--- config.mk ---
export PLATFORM = sky130hd
export DESIGN_NAME = aal_top
export DESIGN_NICKNAME = d
export VERILOG_FILES = /design/src/verilog/aal_pkg.sv /design/src/verilog/aal_debounce.sv /design/src/verilog/aal_top.sv
export SDC_FILE = /design/constraint.sdc
export NUM_CORES = 1
export LEC_CHECK = 0
export ABC_AREA = 1
export BUFFER_PORTS_ARGS = -buffer_cell sky130_fd_sc_hd__buf_2
export CAP_MARGIN = 5
export CORE_MARGIN = 2
export CORE_UTILIZATION = 55
export CTS_BUF_LIST = sky130_fd_sc_hd__clkbuf_4 sky130_fd_sc_hd__clkbuf_8 sky130_fd_sc_hd__clkbuf_16
export CTS_CLUSTER_DIAMETER = 40
export DETAILED_ROUTE_END_ITERATION = 10
export GPL_ROUTABILITY_DRIVEN = 0
export PLACE_DENSITY = 0.73
export RECOVER_POWER = 100
export SETUP_SLACK_MARGIN = 0.5
export SYNTH_ARGS = -nofsm -noshare
export SYNTH_HDL_FRONTEND = slang
export SYNTH_HIERARCHICAL = 1
export SYNTH_SLANG_ARGS = --single-unit
export TNS_END_PERCENT = 100
--- constraint.sdc ---
create_clock -name aclk -period 4 [get_ports aclk]
set_clock_uncertainty 0.05 [all_clocks]
set_input_delay 0.6 -clock aclk [delete_from_list [all_inputs] [get_ports aclk]]
set_output_delay 0.6 -clock aclk [all_outputs]
set_load 0.1 [all_outputs]
--- src/verilog/aal_pkg.sv ---
// shared constants and types of the alarm annunciator
package aal_pkg;

    // register bus geometry
    localparam int AAL_AW = 8;
    localparam int AAL_DW = 32;

    // register byte offsets
    localparam logic [7:0] AAL_CTRL_OFS  = 8'h00;
    localparam logic [7:0] AAL_AUD_OFS   = 8'h04;
    localparam logic [7:0] AAL_KEY_OFS   = 8'h08;
    localparam logic [7:0] AAL_SHED_OFS  = 8'h0C;
    localparam logic [7:0] AAL_ROUTE_OFS = 8'h10;
    localparam logic [7:0] AAL_STAT_OFS  = 8'h14;
    localparam logic [7:0] AAL_ADDR_OFS  = 8'h18;

    // field positions
    localparam int AAL_CTRL_MODE_BIT = 0;
    localparam int AAL_CTRL_PREF_BIT = 1;
    localparam int AAL_KEY_ALARM_BIT = 0;
    localparam int AAL_KEY_RESET_BIT = 1;
    localparam int AAL_SHED_EN_BIT   = 4;

    // widths of the function groups
    localparam int AAL_NFAULT = 8;
    localparam int AAL_NAUD   = 9;
    localparam int AAL_NEXP   = 8;
    localparam int AAL_NPROG  = 4;
    localparam int AAL_NPIN   = 19;

    // reset values
    localparam logic [8:0] AAL_AUD_RST   = 9'h1FF;
    localparam logic [4:0] AAL_SHED_RST  = 5'h00;
    localparam logic [3:0] AAL_ROUTE_RST = 4'h0;

    // load shed source codes
    localparam logic [3:0] AAL_SHED_MAIN1 = 4'h0;
    localparam logic [3:0] AAL_SHED_MAIN2 = 4'h1;
    localparam logic [3:0] AAL_SHED_EXP0  = 4'h2;

    // accessory bus addresses
    localparam logic [3:0] AAL_OWN_ADDR    = 4'h5;
    localparam logic [3:0] AAL_EXP_ADDR_LO = 4'h1;
    localparam logic [3:0] AAL_EXP_ADDR_HI = 4'h4;
    localparam logic [3:0] AAL_BAT_ADDR    = 4'h6;

    // timing
    localparam int AAL_CLK_HZ       = 25_000_000;
    localparam int AAL_DEB_TIME_US  = 10_000;
    localparam int AAL_DEB_CYCLES   = AAL_DEB_TIME_US * (AAL_CLK_HZ / 1_000_000);

    // bus responses
    localparam logic [1:0] AAL_RESP_OKAY   = 2'h0;
    localparam logic [1:0] AAL_RESP_SLVERR = 2'h2;

    // silence latch states
    typedef enum logic [1:0] {
        AAL_IDLE   = 2'b00,
        AAL_SOUND  = 2'b01,
        AAL_MENU   = 2'b10,
        AAL_SILENT = 2'b11
    } aal_state_t;

    // software controls
    typedef struct packed {
        logic pref_emerg;
        logic emerg_mode;
    } aal_ctrl_t;

    // raw contact and switch pins
    typedef struct packed {
        logic [3:0] dip;
        logic [1:0] main_in;
        logic [7:0] exp_in;
        logic       at_emerg;
        logic       at_normal;
        logic       start_req;
        logic       wire_open;
        logic       wire_short;
    } aal_pins_t;

endpackage

--- src/verilog/aal_debounce.sv ---
`timescale 1ns/1ps
`default_nettype none
// synchroniser and debouncer for a group of contact inputs
module aal_debounce #(
    parameter int W   = 1,
    parameter int CNT = 4
) (
    // clock and reset
    input  wire logic         aclk,
    input  wire logic         aresetn,
    // raw pins and filtered levels
    input  wire logic [W-1:0] d_in,
    output var  logic [W-1:0] d_out
);

    localparam int CW = $clog2(CNT + 1);

    genvar i;
    generate
        for (i = 0; i < W; i++) begin : g_bit
            logic          s1_reg;   // first sync stage
            logic          s2_reg;   // second sync stage
            logic [CW-1:0] cnt_reg;  // stable time counter
            logic          q_reg;    // accepted level

            // two stages before any logic looks at the pin
            always_ff @(posedge aclk) begin
                if (!aresetn) begin
                    s1_reg <= 1'b0;
                    s2_reg <= 1'b0;
                end else begin
                    s1_reg <= d_in[i];
                    s2_reg <= s1_reg;
                end
            end

            // accept a new level once it has held long enough
            always_ff @(posedge aclk) begin
                if (!aresetn) begin
                    cnt_reg <= '0;
                    q_reg   <= 1'b0;
                end else if (s2_reg == q_reg) begin
                    cnt_reg <= '0;
                end else if (cnt_reg == CW'(CNT - 1)) begin
                    cnt_reg <= '0;
                    q_reg   <= s2_reg;
                end else begin
                    cnt_reg <= cnt_reg + CW'(1);
                end
            end

            assign d_out[i] = q_reg;
        end
    endgenerate

endmodule
`default_nettype wire

--- src/verilog/aal_top.sv ---
// The AXI4-Lite slave port and the register addresses were decided locally.
`timescale 1ns/1ps
`default_nettype none
module aal_top
    import aal_pkg::*;
#(
    parameter int DEBOUNCE_CYCLES = AAL_DEB_CYCLES
) (
    // clock and reset
    input  wire logic                  aclk,
    input  wire logic                  aresetn,
    // axi4-lite write address
    input  wire logic [AAL_AW-1:0]     s_axi_awaddr,
    input  wire logic [2:0]            s_axi_awprot,
    input  wire logic                  s_axi_awvalid,
    output var  logic                  s_axi_awready,
    // axi4-lite write data
    input  wire logic [AAL_DW-1:0]     s_axi_wdata,
    input  wire logic [3:0]            s_axi_wstrb,
    input  wire logic                  s_axi_wvalid,
    output var  logic                  s_axi_wready,
    // axi4-lite write response
    output var  logic [1:0]            s_axi_bresp,
    output var  logic                  s_axi_bvalid,
    input  wire logic                  s_axi_bready,
    // axi4-lite read address
    input  wire logic [AAL_AW-1:0]     s_axi_araddr,
    input  wire logic [2:0]            s_axi_arprot,
    input  wire logic                  s_axi_arvalid,
    output var  logic                  s_axi_arready,
    // axi4-lite read data
    output var  logic [AAL_DW-1:0]     s_axi_rdata,
    output var  logic [1:0]            s_axi_rresp,
    output var  logic                  s_axi_rvalid,
    input  wire logic                  s_axi_rready,
    // fault events from controller logic
    input  wire logic [AAL_NFAULT-1:0] fault_events,
    // raw pins
    input  wire aal_pins_t             pins,
    // annunciation outputs
    output var  logic                  horn,
    output var  logic                  ext_alarm_no,
    output var  logic                  ext_alarm_nc,
    output var  logic                  emerg_led,
    output var  logic                  alarm_softkey,
    output var  logic                  silenced_disp,
    output var  logic                  alert_led,
    output var  logic [AAL_NPROG-1:0]  prog_out,
    // configuration outputs
    output var  logic                  pref_enable,
    output var  logic                  pref_emergency,
    output var  logic                  supervised_en,
    output var  logic [3:0]            bus_addr,
    // transfer and engine start
    output var  logic                  force_off,
    output var  logic                  gen_start,
    output var  logic                  start_fault
);

    // filtered pins
    aal_pins_t                 pin_q;          // debounced pin levels
    // software registers
    aal_ctrl_t                 ctrl_reg;       // mode and preference
    logic [AAL_NAUD-1:0]       aud_en_reg;     // audible enable mask
    logic [4:0]                shed_reg;       // load shed source
    logic [AAL_NPROG-1:0]      route_reg;      // silenced routing
    logic                      key_alarm_reg;  // alarm softkey pulse
    logic                      key_reset_reg;  // reset key pulse
    // bus slave state
    logic                      aw_full_reg;    // address held
    logic                      w_full_reg;     // data held
    logic [AAL_AW-1:0]         aw_addr_reg;    // held write address
    logic [AAL_DW-1:0]         w_data_reg;     // held write data
    logic [3:0]                w_strb_reg;     // held byte enables
    logic [AAL_DW-1:0]         wmask;          // byte lanes as bits
    logic                      wr_fire;        // write commits now
    // annunciation state
    aal_state_t                state_reg;      // silence latch
    aal_state_t                state_next;     // next latch state
    logic                      nonpref_pos;    // switch off preference
    logic                      start_flt;      // wiring fault seen
    logic [AAL_NAUD-1:0]       func_vec;       // alarm functions
    logic                      alarm_cond;     // any selected alarm
    logic                      shed_in;        // selected shed input
    logic [AAL_DW-1:0]         rd_word;        // read mux result
    logic                      rd_ok;          // read address mapped

    // contacts and switches pass sync and debounce
    aal_debounce #(
        .W   (AAL_NPIN),
        .CNT (DEBOUNCE_CYCLES)
    ) u_deb (
        .aclk    (aclk),
        .aresetn (aresetn),
        .d_in    (pins),
        .d_out   (pin_q)
    );

    // ---------------- register bus ----------------

    // write commits once address and data are both held
    assign wr_fire = aw_full_reg && w_full_reg && !s_axi_bvalid;

    // byte enables spread to bit lanes
    assign wmask = {{8{w_strb_reg[3]}}, {8{w_strb_reg[2]}},
                    {8{w_strb_reg[1]}}, {8{w_strb_reg[0]}}};

    // write address channel, taken independently
    always_ff @(posedge aclk) begin
        if (!aresetn) begin
            aw_full_reg   <= 1'b0;
            aw_addr_reg   <= '0;
            s_axi_awready <= 1'b1;
        end else if (s_axi_awvalid && s_axi_awready) begin
            aw_full_reg   <= 1'b1;
            aw_addr_reg   <= s_axi_awaddr;
            s_axi_awready <= 1'b0;
        end else if (s_axi_bvalid && s_axi_bready) begin
            aw_full_reg   <= 1'b0;
            s_axi_awready <= 1'b1;
        end
    end

    // write data channel, taken independently
    always_ff @(posedge aclk) begin
        if (!aresetn) begin
            w_full_reg   <= 1'b0;
            w_data_reg   <= '0;
            w_strb_reg   <= '0;
            s_axi_wready <= 1'b1;
        end else if (s_axi_wvalid && s_axi_wready) begin
            w_full_reg   <= 1'b1;
            w_data_reg   <= s_axi_wdata;
            w_strb_reg   <= s_axi_wstrb;
            s_axi_wready <= 1'b0;
        end else if (s_axi_bvalid && s_axi_bready) begin
            w_full_reg   <= 1'b0;
            s_axi_wready <= 1'b1;
        end
    end

    // write response after both halves
    always_ff @(posedge aclk) begin
        if (!aresetn) begin
            s_axi_bvalid <= 1'b0;
            s_axi_bresp  <= AAL_RESP_OKAY;
        end else if (wr_fire) begin
            s_axi_bvalid <= 1'b1;
            // unmapped or read-only offsets answer slverr
            case (aw_addr_reg)
                AAL_CTRL_OFS, AAL_AUD_OFS, AAL_KEY_OFS,
                AAL_SHED_OFS, AAL_ROUTE_OFS: s_axi_bresp <= AAL_RESP_OKAY;
                default:                     s_axi_bresp <= AAL_RESP_SLVERR;
            endcase
        end else if (s_axi_bready) begin
            s_axi_bvalid <= 1'b0;
        end
    end

    // configuration registers
    always_ff @(posedge aclk) begin
        if (!aresetn) begin
            ctrl_reg   <= '0;
            aud_en_reg <= AAL_AUD_RST;
            shed_reg   <= AAL_SHED_RST;
            route_reg  <= AAL_ROUTE_RST;
        end else if (wr_fire) begin
            case (aw_addr_reg)
                // mode and preferred source choice
                AAL_CTRL_OFS: begin
                    ctrl_reg <= aal_ctrl_t'((w_data_reg[1:0] & wmask[1:0])
                                            | (ctrl_reg & ~wmask[1:0]));
                end
                // one enable per alarm function
                AAL_AUD_OFS: begin
                    aud_en_reg <= (w_data_reg[AAL_NAUD-1:0] & wmask[AAL_NAUD-1:0])
                                | (aud_en_reg & ~wmask[AAL_NAUD-1:0]);
                end
                // load shed input assignment
                AAL_SHED_OFS: begin
                    shed_reg <= (w_data_reg[4:0] & wmask[4:0])
                              | (shed_reg & ~wmask[4:0]);
                end
                // silenced condition routing
                AAL_ROUTE_OFS: begin
                    route_reg <= (w_data_reg[AAL_NPROG-1:0] & wmask[AAL_NPROG-1:0])
                               | (route_reg & ~wmask[AAL_NPROG-1:0]);
                end
                default: begin
                end
            endcase
        end
    end

    // key presses arrive as one-cycle pulses
    always_ff @(posedge aclk) begin
        if (!aresetn) begin
            key_alarm_reg <= 1'b0;
            key_reset_reg <= 1'b0;
        end else begin
            key_alarm_reg <= wr_fire && (aw_addr_reg == AAL_KEY_OFS)
                             && w_strb_reg[0] && w_data_reg[AAL_KEY_ALARM_BIT];
            key_reset_reg <= wr_fire && (aw_addr_reg == AAL_KEY_OFS)
                             && w_strb_reg[0] && w_data_reg[AAL_KEY_RESET_BIT];
        end
    end

    // read mux
    always_comb begin
        rd_word = '0;
        rd_ok   = 1'b1;
        case (s_axi_araddr)
            AAL_CTRL_OFS:  rd_word[1:0]            = ctrl_reg;
            AAL_AUD_OFS:   rd_word[AAL_NAUD-1:0]   = aud_en_reg;
            AAL_KEY_OFS:   rd_word                 = '0;
            AAL_SHED_OFS:  rd_word[4:0]            = shed_reg;
            AAL_ROUTE_OFS: rd_word[AAL_NPROG-1:0]  = route_reg;
            // live block state
            AAL_STAT_OFS: begin
                rd_word[1:0]   = state_reg;
                rd_word[2]     = horn;
                rd_word[3]     = alarm_cond;
                rd_word[4]     = start_fault;
                rd_word[5]     = force_off;
                rd_word[6]     = pref_enable;
                rd_word[7]     = supervised_en;
                rd_word[11:8]  = pin_q.dip;
                rd_word[12]    = gen_start;
            end
            // accessory bus addresses
            AAL_ADDR_OFS: begin
                rd_word[3:0]   = AAL_OWN_ADDR;
                rd_word[7:4]   = AAL_EXP_ADDR_LO;
                rd_word[11:8]  = AAL_EXP_ADDR_HI;
                rd_word[15:12] = AAL_BAT_ADDR;
            end
            default:       rd_ok = 1'b0;
        endcase
    end

    // read channel, one access at a time
    always_ff @(posedge aclk) begin
        if (!aresetn) begin
            s_axi_arready <= 1'b1;
            s_axi_rvalid  <= 1'b0;
            s_axi_rdata   <= '0;
            s_axi_rresp   <= AAL_RESP_OKAY;
        end else if (s_axi_arvalid && s_axi_arready) begin
            s_axi_arready <= 1'b0;
            s_axi_rvalid  <= 1'b1;
            s_axi_rdata   <= rd_word;
            s_axi_rresp   <= rd_ok ? AAL_RESP_OKAY : AAL_RESP_SLVERR;
        end else if (s_axi_rvalid && s_axi_rready) begin
            s_axi_rvalid  <= 1'b0;
            s_axi_arready <= 1'b1;
        end
    end

    // ---------------- annunciation ----------------

    // non-preferred position: normal side when emergency is preferred
    assign nonpref_pos = (pin_q.dip[0] && ctrl_reg.pref_emerg) ? pin_q.at_normal
                                                               : pin_q.at_emerg;

    // wiring fault is an open or a short
    assign start_flt = pin_q.wire_open || pin_q.wire_short;

    // start wiring fault is the ninth alarm function
    assign func_vec = {start_flt, fault_events};

    // selected functions, plus position in emergency mode
    assign alarm_cond = (|(func_vec & aud_en_reg))
                      || (ctrl_reg.emerg_mode && nonpref_pos);

    // silence latch transitions
    always_comb begin
        state_next = state_reg;
        unique case (state_reg)
            // waiting for an alarm
            AAL_IDLE: begin
                if (alarm_cond) state_next = AAL_SOUND;
            end
            // horn on; only a key sequence or the fault clearing stops it
            AAL_SOUND: begin
                if (!alarm_cond)        state_next = AAL_IDLE;
                else if (key_alarm_reg) state_next = AAL_MENU;
            end
            // alarm key taken, awaiting reset key
            AAL_MENU: begin
                if (!alarm_cond)        state_next = AAL_IDLE;
                else if (key_reset_reg) state_next = AAL_SILENT;
            end
            // silenced until the fault clears
            AAL_SILENT: begin
                if (!alarm_cond) state_next = AAL_IDLE;
            end
        endcase
    end

    // latch state
    always_ff @(posedge aclk) begin
        if (!aresetn) state_reg <= AAL_IDLE;
        else          state_reg <= state_next;
    end

    // horn, display and lamps
    always_ff @(posedge aclk) begin
        if (!aresetn) begin
            horn          <= 1'b0;
            alarm_softkey <= 1'b0;
            silenced_disp <= 1'b0;
            alert_led     <= 1'b0;
            emerg_led     <= 1'b0;
            prog_out      <= '0;
        end else begin
            horn          <= (state_next == AAL_SOUND)
                          || (state_next == AAL_MENU);
            alarm_softkey <= (state_next == AAL_SOUND);
            silenced_disp <= (state_next == AAL_SILENT);
            alert_led     <= (state_next == AAL_SILENT);
            emerg_led     <= ctrl_reg.emerg_mode && nonpref_pos;
            prog_out      <= route_reg & {AAL_NPROG{state_next == AAL_SILENT}};
        end
    end

    // changeover contact for the external alarm
    always_ff @(posedge aclk) begin
        if (!aresetn) begin
            ext_alarm_no <= 1'b0;
            ext_alarm_nc <= 1'b1;
        end else begin
            ext_alarm_no <= alarm_cond;
            ext_alarm_nc <= !alarm_cond;
        end
    end

    // ---------------- configuration switches ----------------

    // switches 3 and 4 drive no output; only the status word shows them
    always_ff @(posedge aclk) begin
        if (!aresetn) begin
            pref_enable    <= 1'b0;
            pref_emergency <= 1'b0;
            supervised_en  <= 1'b0;
            bus_addr       <= AAL_OWN_ADDR;
        end else begin
            pref_enable    <= pin_q.dip[0];
            pref_emergency <= pin_q.dip[0] && ctrl_reg.pref_emerg;
            supervised_en  <= pin_q.dip[1];
            bus_addr       <= AAL_OWN_ADDR;
        end
    end

    // ---------------- load shed and engine start ----------------

    // pick the assigned load shed input
    always_comb begin
        shed_in = 1'b0;
        if (shed_reg[3:0] == AAL_SHED_MAIN1) begin
            shed_in = pin_q.main_in[0];
        end else if (shed_reg[3:0] == AAL_SHED_MAIN2) begin
            shed_in = pin_q.main_in[1];
        end else if (shed_reg[3:0] < AAL_SHED_EXP0 + 4'(AAL_NEXP)) begin
            shed_in = pin_q.exp_in[3'(shed_reg[3:0] - AAL_SHED_EXP0)];
        end
    end

    // forced transfer and start output
    always_ff @(posedge aclk) begin
        if (!aresetn) begin
            force_off   <= 1'b0;
            gen_start   <= 1'b0;
            start_fault <= 1'b0;
        end else begin
            force_off   <= shed_reg[AAL_SHED_EN_BIT] && shed_in;
            gen_start   <= pin_q.start_req || start_flt;
            start_fault <= start_flt;
        end
    end

endmodule
`default_nettype wire

==> impl_metrics.yaml <==
run_status:
  status: "finished with violations"
  violations: "max-capacitance violations, max-slew violations"
cts:
  cts.clk_slew.worst_paths_ns: 0.06
  clkSinkCount: 481
  cts_max_level: 3
  clockBufferDepth: 3
  numCtsBuffers: 71
  clk-insertion-delay-late_ns: 0.60
  cts_tree: "yes"
  cts_root_buf: "clkbuf_16"
  cts_hold_buf: 0
  post_cts_buffers: 0
  ctsResizeCount: 0
timing:
  setup_viol: 0
  fmax_ghz: 0.376
  whs_ns: 0.133
  worst-slew-pin-transition_ns: 1.54
  relSlewSlack_pct: -3.12
  period_share_pct: 66.4
  layout_min_cycle_time_ns: 2.66
  finalSetupTns_ns: 0
  slew_violations: 55
  rsz0062_at_grt: "no"
  hold_viol: 0
critical_path:
  path_class: "reg2reg"
  critPathRequiredTime_ns: 4.36
  cp.buffers_inverters: 0
  cp-end-kind: "flop"
  slowest_delay_ns: 1.20
  reg2reg_setup_slack_ns: 1.34
  cp.arrival_ns: 3.01
  critPathMaxFanout: 16
  cpLargestDelayFamily: "compound AO/OA/AOI/OAI gates"
  cp_slowest_cell: "o21bai_1"
  cp-start-kind: "flop"
  cp_cell_sequence: "ha_1 > nand2_1 > nor2_1 > nand3_1 > o21bai_1 > nor3_1"
power_and_ir_drop:
  power_density_nw_per_um2: 452
  ir_drop_uv: 372
  p_leak_uw: 0.00959
synthesis:
  synth-seq-cells: 481
  synth_edf_count: 0
  yosys_warnings: 6
  syn-instance-count: 3468
  ys.flop_type: "dfxtp_1"
  synth.avg_cell_area_um2: 6.75
  async_reset_ff_share_pct: 0
  synth_area_um2: 23400
  synth_cell_types: 48
  ys_seq_area_share_pct: 41.1
routing:
  vias: 20924
  ant_nets: 0
  drt_wl_total_um: 51800
  viasPerCell: 5.01
  wl_per_cell_um: 12.4
  drt-pass1-iter-count: 5
  drc: 0
  drtIter0Drc: 1474
die:
  dieArea_um2: 44300
  coreArea_um2: 41900
  core.rowCount: 75
  die_y_um: 210
  die_x_um: 210
  pin_count: 154
  initial_core_util_pct: 55.8
placed_design:
  dpl_cell_area_um2: 24100
  hpwl_um: 37400
  port_buffers: 99
  place_inst: 4045
finish:
  largest_register_ffs: 342
  postLayoutCellArea_um2: 26400
  drive_above_1_share_pct: 6.96
  fin_cells: 4175
  area_growth_pct: 12.7
  nets: 3693
global_route:
  grt_usage_pct: 23.5
  grt-ovfl-total: 0
  grt_pass1_vias: 19640
  grt_max_degree: 53
  grt_antenna_before_repair: 0
  grt_pass1_wl_um: 87700
hold_path:
  min_path_type: "in2reg"
run:
  max_cap_violations: 2
==> path summary, 6_finish.rpt <==
path | start | end | depth (start not counted)
setup reg to reg | u_deb/g_bit[7].cnt_reg[0]$_SDFF_PP0_ | u_deb/g_bit[7].cnt_reg[2]$_SDFF_PP0_ | 6
hold reg to reg | u_deb/g_bit[18].s1_reg$_SDFF_PN0_ | u_deb/g_bit[18].s2_reg$_SDFF_PN0_ | 2
setup / recovery | u_deb/g_bit[7].cnt_reg[0]$_SDFF_PP0_ | u_deb/g_bit[7].cnt_reg[2]$_SDFF_PP0_ | 6
hold / removal | pins[18] | u_deb/g_bit[18].s1_reg$_SDFF_PN0_ | 3
==> logic make-up after synthesis <==
family,Yosys count,synth area share [%]
DFF,481,41.1
AOI/OAI and AO/OA,300,7.13
xor gates and xnor gates,153,5.72
and+or+nand+nor,1998,35.3
buffers and inverters,512,9.49
adders and majority gates,22,1.18
other,2,0.0321
==> synth_stat cells (35+ instances only) <==
cell | count | area (um^2)
a21oi_1 | 145 | 726
buf_4 | 55 | 413
dfxtp_1 | 481 | 9630
inv_1 | 413 | 1550
nand2_1 | 877 | 3290
nand3_1 | 180 | 901
nand4_1 | 49 | 307
nor2_1 | 739 | 2770
nor2_2 | 43 | 269
nor3_1 | 45 | 225
o21ai_0 | 106 | 531
xnor2_1 | 35 | 307
xor2_1 | 118 | 1030
==> metrics by stage <==
step	util, %	worst slack, ns	power (uW)
2_1_floorplan	-	1.98	5390
3_3_place_gp	57.4	1.53	5470
3_5_place_dp	57.4	1.49	5480
4_1_cts	63.6	1.77	12100
5_1_grt	62.9	1.03	12300
6_report	62.9	1.34	11900
==> per-layer routing <==
metal	share of wire [%]	track usage [%]	up-vias	wire, um
li1	-	-	10935	-
met1	44	29.5	9449	23100
met2	48	40.5	442	24600
met3	5.5	4.51	98	2870
met4	2.5	7.87	0	1300
met5	0	0	-	0
==> worst register-to-register path, cell delays in order (launching register included) <==
cell and delay (ns):
dfxtp_1 0.37, ha_1 0.21, nand2_1 0.08, nor2_1 0.30
nand3_1 0.16, o21bai_1 1.20, nor3_1 0.10
==> cell usage in the layout (no fill, tap or decap), drive strengths merged <==
cell / netlist / final
a21oi: 152 / 152
a22oi: 1 / 1
a31oi: 1 / 1
and2: 2 / 2
and3: 1 / 1
buf: 71 / 61
bufinv: 0 / 11
clkbuf: 13 / 125
clkinv: 1 / 20
clkinvlp: 0 / 7
conb: 2 / 23
dfxtp: 481 / 481
diode: 0 / 1
ha: 22 / 22
inv: 427 / 434
nand2: 889 / 889
nand3: 183 / 183
nand3b: 10 / 10
nand4: 50 / 50
nor2: 791 / 791
nor2b: 1 / 1
nor3: 45 / 45
o2111ai: 1 / 1
o211ai: 14 / 14
o21a: 2 / 2
o21ai: 112 / 112
o21bai: 16 / 16
o31ai: 1 / 1
or2: 26 / 26
xnor2: 35 / 35
xor2: 118 / 118
==> power breakdown <==
group,leakage (uW),switching (uW),internal (uW)
sequential,0.00389,36.3,4860
combinational,0.00444,392,82.3
clock,0.00125,2330,4240
total,0.00959,2760,9180
==> final cells by class <==
| cell class | instances | area [um^2] |
|---|---|---|
| inverters | 428 | 1610 |
| well taps | 539 | 674 |
| repair buffers | 101 | 473 |
| fillers | 3742 | 15500 |
| multi-input cells | 2496 | 11400 |
| clock buffers | 85 | 1940 |
| flip-flops and latches | 481 | 9630 |
| diodes | 1 | 2.50 |
| clock inverters | 44 | 628 |
Power figures use the tool's default switching activity.
